<file path="src/hdl/bpci_pkg.sv">
// bpci_pkg: register map, field positions, reset values and carriers of the
// eight-pin bidirectional port with change detection.
// assumes a 32-bit apb register bus and one 50 MHz clock.
package bpci_pkg;
  localparam int          BPCI_WIDTH       = 8;
  localparam int          BPCI_ADDR_W      = 8;
  // register byte offsets
  localparam logic [7:0]  OFS_PINS         = 8'h00; // second_port_pins
  localparam logic [7:0]  OFS_DIRECTION    = 8'h04; // second_port_direction
  localparam logic [7:0]  OFS_LATCH        = 8'h08; // second_port_output_latch
  localparam logic [7:0]  OFS_MAIN_IRQ     = 8'h0C; // main_irq_control
  localparam logic [7:0]  OFS_SECOND_IRQ   = 8'h10; // second_irq_control
  localparam logic [7:0]  OFS_ANALOG       = 8'h14; // analog input select
  // field positions
  localparam int          BIT_CHANGE_FLAG  = 0;     // pin_change_flag
  localparam int          BIT_PULLUP_N     = 7;     // pullup_enable_n
  localparam int          ANALOG_PINS      = 5;     // pins with analog input
  localparam int          CHG_LO           = 4;     // first change-detect pin
  localparam int          PIN_ENTRY        = 5;     // lowvolt_prog_entry pin
  localparam int          PIN_SCLK         = 6;     // prog_serial_clock pin
  localparam int          PIN_SDAT         = 7;     // prog_serial_data pin
  localparam int          PIN_PULSE5       = 4;     // pulse_out_five pin
  localparam int          PULSE_ALT        = 4;     // pulse_out_four index
  localparam int          PULSE_ON_4       = 5;     // pulse_out_five index
  // reset values
  localparam logic [7:0]  RST_DIRECTION    = 8'hFF; // all inputs
  localparam logic [7:0]  RST_LATCH        = 8'h00;
  localparam logic        RST_PULLUP_N     = 1'b1;  // pull-ups off
  localparam logic [4:0]  RST_ANALOG       = 5'h00;
  localparam logic [31:0] RD_ZERO          = 32'h00000000;

  // configuration fuses, static while running
  typedef struct packed {
    logic lowvolt_prog_enable;
    logic alt_pulse_pin_select;
    logic in_circuit_enable;
  } bpci_cfg_t;

  // pulse generator outputs and their enables
  typedef struct packed {
    logic [5:0] level;
    logic [5:0] enable;
  } bpci_pulse_t;

  // debug core drive of the serial data pin
  typedef struct packed {
    logic data;
    logic oe;
  } bpci_dbg_t;
endpackage

</file>
<file path="src/hdl/bpci_port.sv">
// bpci_port: eight-pin general-purpose port with direction, output latch,
// shared weak pull-up, change detection on the upper four pins and an apb slave.
// assumes pins are synchronous-ish inputs resynchronised here; fuses static.
`timescale 1ns/1ps

// Function
// - port has eight pins, each usable as input or output
// - direction bit 1 makes the pin an input, driver off
// - direction bit 0 drives the pin from the output latch
// - output latch has its own address and reads back latch values
// - clearing bit 7 of second irq control enables all pull-ups
// - pull-up switched off on any pin set as output
// - pull-ups disabled after power-on reset
// - only upper four pins set as input take part in change detection
// - inputs compared with snapshot taken at last pin data access
// - mismatches ORed set change flag, bit 0 of main irq control
// - change flag can wake the device from sleep
// - mismatch keeps setting flag; access plus one cycle ends it
// - any pin data access updates snapshot, except memory-move writes
// - pin returning to snapshot level removes mismatch without access
// - pulse outputs on pins zero to four, pulse four alternately on pin five
// - routed pulse output four overrides the latch on pin five
// - analog select kills digital input on lower five pins, not output
// - low-voltage programming makes pin five only the entry input
// - pin six is serial clock, pin seven serial data for programming
// - programming or debug disables all other functions on pins six, seven
module bpci_port
  import bpci_pkg::*;
#(
  parameter int WIDTH = BPCI_WIDTH
) (
  input  wire  logic                   clk,
  input  wire  logic                   reset_n,
  input  wire  logic                   psel,
  input  wire  logic                   penable,
  input  wire  logic                   pwrite,
  input  wire  logic [BPCI_ADDR_W-1:0] paddr,
  input  wire  logic [31:0]            pwdata,
  input  wire  logic                   mem_move_write,
  output logic                         pready,
  output logic [31:0]                  prdata,
  output logic                         pslverr,
  input  wire  bpci_cfg_t              cfg,
  input  wire  bpci_pulse_t            pulse,
  input  wire  bpci_dbg_t              dbg,
  input  wire  logic [WIDTH-1:0]       pin_in,
  output logic [WIDTH-1:0]             pin_out,
  output logic [WIDTH-1:0]             pin_oe,
  output logic [WIDTH-1:0]             pin_pullup,
  output logic                         lowvolt_prog_entry,
  output logic                         prog_serial_clock,
  output logic                         prog_serial_data,
  output logic                         wake_request
);

  logic [WIDTH-1:0]       sync1_ff;
  logic [WIDTH-1:0]       sync2_ff;
  logic [WIDTH-1:0]       direction_ff;
  logic [WIDTH-1:0]       latch_ff;
  logic                   pullup_n_ff;
  logic [ANALOG_PINS-1:0] analog_ff;
  logic [WIDTH-1:CHG_LO]  snapshot_ff;
  logic                   mismatch_ff;
  logic                   flag_ff;
  logic                   pready_ff;
  logic [31:0]            prdata_ff;
  logic                   pslverr_ff;
  logic [WIDTH-1:0]       pin_out_ff;
  logic [WIDTH-1:0]       pin_oe_ff;
  logic [WIDTH-1:0]       pin_pullup_ff;
  logic                   entry_ff;
  logic                   psclk_ff;
  logic                   psdat_ff;
  logic                   wake_ff;

  logic                   access;
  logic                   wr_en;
  logic                   pins_hit;
  logic                   snap_upd;
  logic                   flag_clr;
  logic [WIDTH-1:0]       func_off;
  logic [WIDTH-1:0]       din;
  logic [WIDTH-1:0]       nxt_out;
  logic [WIDTH-1:0]       nxt_oe;
  logic [WIDTH-1:0]       nxt_pullup;
  logic                   nxt_mismatch;
  logic [31:0]            nxt_rdata;
  logic                   nxt_err;

  // zero-extend a byte-wide register into the data word
  function automatic logic [31:0] widen(input logic [WIDTH-1:0] v);
    widen = {{(32-WIDTH){1'b0}}, v};
  endfunction

  // true when the address names one of the mapped words
  function automatic logic mapped(input logic [BPCI_ADDR_W-1:0] a);
    mapped = (a == OFS_PINS) || (a == OFS_DIRECTION) || (a == OFS_LATCH) ||
             (a == OFS_MAIN_IRQ) || (a == OFS_SECOND_IRQ) || (a == OFS_ANALOG);
  endfunction

  // apb completion edge: one wait state, pready only after penable
  assign access   = psel & penable & pready_ff;
  assign wr_en    = access & pwrite & ~pslverr_ff;
  assign pins_hit = access & (paddr == OFS_PINS);
  // memory-move writes into the pin register leave the snapshot alone
  assign snap_upd = pins_hit & ~(pwrite & mem_move_write);
  assign flag_clr = wr_en & (paddr == OFS_MAIN_IRQ) & ~pwdata[BIT_CHANGE_FLAG];

  // pins whose port function is taken away by programming or debug
  always_comb begin
    func_off          = '0;
    func_off[PIN_ENTRY] = cfg.lowvolt_prog_enable;
    func_off[PIN_SCLK]  = cfg.in_circuit_enable;
    func_off[PIN_SDAT]  = cfg.in_circuit_enable;
  end

  // two-stage resynchroniser; only sync2 is used anywhere
  always_ff @(posedge clk or negedge reset_n) begin
    if (!reset_n) begin
      sync1_ff <= '0;
      sync2_ff <= '0;
    end else begin
      sync1_ff <= pin_in;
      sync2_ff <= sync1_ff;
    end
  end

  // digital input path: analog select or lost function reads as zero
  always_comb begin
    din = sync2_ff & ~func_off;
    din[ANALOG_PINS-1:0] = sync2_ff[ANALOG_PINS-1:0] & ~analog_ff;
  end

  // software-written registers
  always_ff @(posedge clk or negedge reset_n) begin
    if (!reset_n) begin
      direction_ff <= RST_DIRECTION;
      latch_ff     <= RST_LATCH;
      pullup_n_ff  <= RST_PULLUP_N;
      analog_ff    <= RST_ANALOG;
    end else if (wr_en) begin
      case (paddr)
        OFS_DIRECTION:  direction_ff <= pwdata[WIDTH-1:0];
        // a write to the pin register lands in the latch as well
        OFS_PINS:       latch_ff     <= pwdata[WIDTH-1:0];
        OFS_LATCH:      latch_ff     <= pwdata[WIDTH-1:0];
        OFS_SECOND_IRQ: pullup_n_ff  <= pwdata[BIT_PULLUP_N];
        OFS_ANALOG:     analog_ff    <= pwdata[ANALOG_PINS-1:0];
        default:        latch_ff     <= latch_ff;
      endcase
    end
  end

  // snapshot for change detection taken at every counted pin access
  always_ff @(posedge clk or negedge reset_n) begin
    if (!reset_n) begin
      snapshot_ff <= '0;
    end else if (snap_upd) begin
      snapshot_ff <= din[WIDTH-1:CHG_LO];
    end
  end

  // mismatch is level-true, so a pin going back clears it by itself
  assign nxt_mismatch = |(direction_ff[WIDTH-1:CHG_LO] &
                          ~func_off[WIDTH-1:CHG_LO] &
                          (din[WIDTH-1:CHG_LO] ^ snapshot_ff));

  // registered mismatch gives the one cycle after an access
  always_ff @(posedge clk or negedge reset_n) begin
    if (!reset_n) begin
      mismatch_ff <= 1'b0;
    end else begin
      mismatch_ff <= nxt_mismatch & ~snap_upd;
    end
  end

  // change flag: a pending mismatch beats a software clear
  always_ff @(posedge clk or negedge reset_n) begin
    if (!reset_n) begin
      flag_ff <= 1'b0;
    end else begin
      flag_ff <= mismatch_ff | (flag_ff & ~flag_clr);
    end
  end

  // wake line follows the flag; sleep control lives outside
  always_ff @(posedge clk or negedge reset_n) begin
    if (!reset_n) begin
      wake_ff <= 1'b0;
    end else begin
      wake_ff <= flag_ff;
    end
  end

  // pin drive: latch unless a pulse output or, on pin seven, the debug core owns the pin
  always_comb begin
    nxt_out = latch_ff;
    for (int i = 0; i < PULSE_ALT; i++) begin
      if (pulse.enable[i]) begin
        nxt_out[i] = pulse.level[i];
      end
    end
    if (pulse.enable[PULSE_ON_4]) begin
      nxt_out[PIN_PULSE5] = pulse.level[PULSE_ON_4];
    end
    if (cfg.alt_pulse_pin_select && pulse.enable[PULSE_ALT]) begin
      nxt_out[PIN_ENTRY] = pulse.level[PULSE_ALT];
    end
    nxt_oe = ~direction_ff;
    nxt_out[PIN_SDAT] = cfg.in_circuit_enable ? dbg.data : nxt_out[PIN_SDAT];
    nxt_oe[PIN_SDAT]  = cfg.in_circuit_enable ? dbg.oe : nxt_oe[PIN_SDAT];
    nxt_oe[PIN_ENTRY] = nxt_oe[PIN_ENTRY] & ~func_off[PIN_ENTRY];
    nxt_oe[PIN_SCLK]  = nxt_oe[PIN_SCLK] & ~func_off[PIN_SCLK];
    nxt_out = nxt_out & nxt_oe;
    // pull-ups only on live inputs
    nxt_pullup = {WIDTH{~pullup_n_ff}} & direction_ff & ~func_off;
  end

  // pin outputs straight from flops
  always_ff @(posedge clk or negedge reset_n) begin
    if (!reset_n) begin
      pin_out_ff    <= '0;
      pin_oe_ff     <= '0;
      pin_pullup_ff <= '0;
    end else begin
      pin_out_ff    <= nxt_out;
      pin_oe_ff     <= nxt_oe;
      pin_pullup_ff <= nxt_pullup;
    end
  end

  // programming pins: entry level, serial clock and data towards the debug core
  always_ff @(posedge clk or negedge reset_n) begin
    if (!reset_n) begin
      entry_ff     <= 1'b0;
      psclk_ff     <= 1'b0;
      psdat_ff     <= 1'b0;
    end else begin
      entry_ff     <= cfg.lowvolt_prog_enable & sync2_ff[PIN_ENTRY];
      psclk_ff     <= cfg.in_circuit_enable & sync2_ff[PIN_SCLK];
      psdat_ff     <= cfg.in_circuit_enable & sync2_ff[PIN_SDAT];
    end
  end

  // read mux; pins register returns levels, latch returns latch
  always_comb begin
    nxt_err = ~mapped(paddr);
    case (paddr)
      OFS_PINS:       nxt_rdata = widen(din);
      OFS_DIRECTION:  nxt_rdata = widen(direction_ff);
      OFS_LATCH:      nxt_rdata = widen(latch_ff);
      OFS_MAIN_IRQ:   nxt_rdata = widen({{(WIDTH-1){1'b0}}, flag_ff});
      OFS_SECOND_IRQ: nxt_rdata = widen({pullup_n_ff, {(WIDTH-1){1'b0}}});
      OFS_ANALOG:     nxt_rdata = widen({{(WIDTH-ANALOG_PINS){1'b0}}, analog_ff});
      default:        nxt_rdata = RD_ZERO;
    endcase
  end

  // apb answer: one wait state, data and error held with pready
  always_ff @(posedge clk or negedge reset_n) begin
    if (!reset_n) begin
      pready_ff  <= 1'b0;
      prdata_ff  <= RD_ZERO;
      pslverr_ff <= 1'b0;
    end else if (psel && penable && !pready_ff) begin
      pready_ff  <= 1'b1;
      prdata_ff  <= pwrite ? RD_ZERO : nxt_rdata;
      pslverr_ff <= nxt_err;
    end else begin
      pready_ff  <= 1'b0;
      prdata_ff  <= RD_ZERO;
      pslverr_ff <= 1'b0;
    end
  end

  assign pready             = pready_ff;
  assign prdata             = prdata_ff;
  assign pslverr            = pslverr_ff;
  assign pin_out            = pin_out_ff;
  assign pin_oe             = pin_oe_ff;
  assign pin_pullup         = pin_pullup_ff;
  assign lowvolt_prog_entry = entry_ff;
  assign prog_serial_clock  = psclk_ff;
  assign prog_serial_data   = psdat_ff;
  assign wake_request       = wake_ff;
endmodule

</file>
<file path="config.mk">
export PLATFORM = sky130hd
export DESIGN_NAME = bpci_port
export DESIGN_NICKNAME = d
export VERILOG_FILES = /design/src/hdl/bpci_pkg.sv /design/src/hdl/bpci_port.sv
export SDC_FILE = /design/constraint.sdc
export NUM_CORES = 1
export LEC_CHECK = 0
export CELL_PAD_IN_SITES_DETAIL_PLACEMENT = 0
export CELL_PAD_IN_SITES_GLOBAL_PLACEMENT = 1
export CORE_ASPECT_RATIO = 0.5
export CORE_MARGIN = 1
export CORE_UTILIZATION = 40
export DETAILED_ROUTE_END_ITERATION = 10
export DONT_BUFFER_PORTS = 1
export PLACE_DENSITY_LB_ADDON = 0.05
export SYNTH_ARGS = -nofsm -noshare
export SYNTH_HDL_FRONTEND = slang
export SYNTH_SLANG_ARGS = --single-unit
</file>
<file path="constraint.sdc">
create_clock -name clk -period 3.2 [get_ports clk]
set_input_delay 0.32 -clock clk [delete_from_list [all_inputs] [get_ports clk]]
set_output_delay 0.32 -clock clk [all_outputs]
set_load 0.05 [all_outputs]
</file>
==> impl.org <==
** Hold path
- Along the worst hold path, the cell count comes to 1.
- The min-delay analysis places its worst path in the category in2reg.

** STA
- Of the available clock period, the critical path in the final layout requires 0.6453.
- The worst path needs approximately 2100 ps of the cycle, external delays included.
- Based on the critical path, the design can be clocked at up to 484.3 MHz.
- Clock skew :: 3.202 ps
- The max-slew violation total from the final report is 0.
- Final number of hold-violating endpoints :: 0
- Setup repair after global routing missed its margin :: no
- Total of endpoints with negative setup slack in the final report :: 0
- In the final timing run, aggregate negative setup slack is 0 ps.

** Logic synthesis
- Averaged over all synthesized cells, the footprint is ~13 µm².
- Number of enable-type register cells in the synthesized netlist :: 0
- For this run, the number of Yosys warnings is 0.
- Flip-flop and latch count after synthesis :: 82
- Synthesis produced ~260 cells.
- For this run, the leading register cell type out of synthesis is sky130_fd_sc_hd__dfrtp_1.
- Sequential element share of the synthesized area :: 0.6202
- In the synthesized netlist the async set-or-reset flop fraction comes to 1.000.
- Netlist cell types :: 44
- Post-synthesis cell area :: 3327 µm²

** Global route
- Maximum number of pins on one net before global-route repair :: 83
- The number of antenna violations at the first check in global routing is 0.
- Across every metal layer, demand over resource in global routing totals 0.1723.
- Leftover overflow at the end of global routing :: 0
- The number of global-route vias before repair is 1924.
- The first global-routing pass estimated about 11000 µm of wire.

** Clock tree
- The number of clock buffers added by TritonCTS is 9.
- After clock tree synthesis, the repair step resized 0 gates.
- TritonCTS clock tree :: yes
- The clock passes through at most 2 buffers.
- Root buffer cell :: sky130_fd_sc_hd__clkbuf_16
- The number of setup buffers added after CTS is 0.
- The clock net in this run drives a total of slightly above 80 sinks.
- Clk_lat worst skew :: 330 ps
- Clock transition time at the flip-flop clock pins of the worst setup and hold paths :: 60 ps
- The clock tree synthesis step divided the H-tree into 3 levels.

** Setup path
- The largest single stage delay on the critical path is 630 ps.
- Worst Setup Start Kind :: register
- Kind of critical path :: reg2reg
- On the critical path, the stage with the largest delay is an instance of sky130_fd_sc_hd__dfrtp_1.
- Critical Path Fanout Max :: 5
- Crit-path cells :: and3_1 > and3b_1 > nand4_1 > mux2_2
- STA puts the critical path data required time at approximately 3400 ps.
- For the worst flop-to-flop path, the logic depth is 4.
- Arrival time at the worst endpoint :: 2280 ps
- Endpoint kind of the worst setup timing path :: register

** Floorplanning
- Y dimension of the die :: 66.49 µm
- Boundary Pins :: between 100 and 150
- In this run the horizontal extent of the chip is 131.0 µm.
- Num rows :: 23
- The floorplan step defined a core boundary enclosing 8029 µm².
- For this configuration, the core starts out at a cell density of 0.4144.
- Die ar. :: 8709 µm²

** Power and ir drop
- Across the VDD grid, the largest voltage drop is 282.1 µV.
- Power spread over the standard cell area amounts to 613.6 nW/µm².
- In this run the static leakage power is 1.724 nW.
- Tot Pwr :: 2.319 mW

** Routing
- Post-route antenna net violation count :: 0
- Sum of routed wire length over all layers :: between 6000 and 7000 µm
- The first routing iteration left slightly below 80 violations.
- Number of detailed-route iterations in the first pass :: 4
- Residual DRC :: 0
- Total vias in the final route :: 1895
- After detailed routing, the number of vias per cell comes to 4.897.
- Dividing the detail-routed wire length by the instance count gives 17.26 µm.

** Final layout
- Of the cells placed in the final design, the portion with a size suffix greater than 1 is 0.2218.
- From synthesis to final layout, the design area changed by 13.61%.
- The top cell types in the final layout, fill and taps aside, are sky130_fd_sc_hd__dfrtp_1 (73), sky130_fd_sc_hd__mux2_2 (29), sky130_fd_sc_hd__conb_1 (24).
- Diodes inserted :: 0
- Counting the fill cells in the layout gives between 700 and 800.
- In the final layout, the multi-input gates occupy ~1100 µm².
- Most common cell after layout, fill and taps aside :: sky130_fd_sc_hd__dfrtp_1
- Sequential Area :: 2063 µm²
- Layout net count :: 341

** Run
- Count of maximum capacitance violations :: 0

** Placed design
- Detail Placement HPWL :: 4376 µm
- Routability-driven placement finished with a final weighted congestion of 0.6890.
- In this run the tool buffered the top-level ports with 0 buffer cells.

** Run status
- The flow ran to the end, and the final reports show no timing, DRC or antenna violations.
[report_power, final]
part	internal, mW	total [mW]	leakage (nW)	switching (mW)
registers	1.06	1.11	1.02	0.0466
logic	0.0324	0.130	0.550	0.0979
clock network	0.704	1.08	0.154	0.379
total	1.80	2.32	1.72	0.524
[stage by stage]
step / setup slack, ps / util / area, µm² / hold WS [ps] / std cells
6_report: 1135 / 0.4708 / 3780 / 42.97 / 387
5_1_grt: 1007 / 0.4708 / 3780 / 26.70 / 387
4_1_cts: 1115 / 0.4683 / 3760 / 0.06622 / 385
3_5_place_dp: 973.8 / 0.4169 / 3347 / 26.29 / 361
3_3_place_gp: 980.4 / 0.4169 / 3347 / 26.13 / 361
2_1_floorplan: 1343 / - / 3413 / 24.41 / 279
[path summary, 6_finish.rpt]
kind	startpoint	endpoint	slack [ps]
hold reg to reg	sync1_ff[4]$_DFF_PN0_	sync2_ff[4]$_DFF_PN0_	350
min in group asynchronous	reset_n	pin_pullup[4]$_DFF_PN0_	530
setup reg to reg	pready$_DFF_PN0_	analog_ff[1]$_DFFE_PN0P_	1130
max in group asynchronous	reset_n	direction_ff[2]$_DFFE_PN1P_	2290
setup / recovery	pready$_DFF_PN0_	analog_ff[1]$_DFFE_PN0P_	1130
hold / removal	cfg[2]	pin_oe[5]$_DFF_PN0_	40
[synthesized netlist by cell type, drive strengths merged, types with 2 or more instances]
library cell | n | area, µm²
dfrtp | 73 | 1827
mux2 | 29 | 326.6
buf | 25 | 191.4
nor2 | 19 | 73.82
nand2 | 12 | 47.55
a21oi | 10 | 50.05
dfstp | 9 | 236.5
inv | 8 | 30.03
mux2i | 8 | 80.08
nand4 | 7 | 43.79
clkbuf | 6 | 22.52
nor2b | 6 | 37.54
and2 | 4 | 25.02
a22o | 3 | 26.28
nor3 | 3 | 26.28
nor3b | 3 | 22.52
or3b | 3 | 26.28
a32oi | 2 | 17.52
and3 | 2 | 12.51
nand3 | 2 | 15.01
nand4b | 2 | 17.52
nor4b | 2 | 32.53
o21ai | 2 | 10.01
xnor2 | 2 | 17.52
xor2 | 2 | 17.52
[kinds of logic (layout without fill, tap and decap cells)]
group / Yosys count / in the layout / share of synthesized area
DFF: 82 / 82 / 0.6202
and+or+nand+nor: 69 / 69 / 0.1245
buffers and inverters: 39 / 35 / 0.07333
muxes: 37 / 37 / 0.1222
AOI/OAI and AO/OA: 24 / 24 / 0.04815
xor gates and xnor gates: 4 / 4 / 0.01053
other: 1 / 24 / 0.001127
[sequential cells by signal, indices dropped and copies added (netlist names), 4 cells and up]
| name | cells |
|---|---|
| latch_ff | 8 |
| pin_pullup | 8 |
| direction_ff | 8 |
| pin_out | 8 |
| prdata | 8 |
| sync1_ff | 8 |
| pin_oe | 8 |
| sync2_ff | 8 |
| snapshot_ff | 4 |
| analog_ff | 5 |
[worst max-delay path, delay by kind of cell (launching register included)]
kind	cells	cell delay [ps]
flip-flops	1	630
multiplexers	1	400
AND/OR/NAND/NOR	3	910
[repair_timing]
action,CTS,global route
hold buffers,8,2
endpoints found under the hold margin,88,2
setup endpoints to repair,0,0
[per-layer routing]
metal,vias to the layer above,share of wire,GRT usage
met5,-,0,0
met4,0,0.011,0.05172
met3,8,0.074,0.07871
met2,73,0.45,0.2619
met1,952,0.46,0.2195
li1,862,-,-
[layout make-up]
type	instances	area share
Inverter	8	0.007944
Timing Repair Buffer	11	0.03310
Clock buffer	13	0.06620
Multi-Input combinational cell	158	0.2926
Sequential cell	82	0.5458
Tap cell	112	0.03707
Clock inverter	3	0.01721
Note: power is estimated with default switching activity, not from simulation.
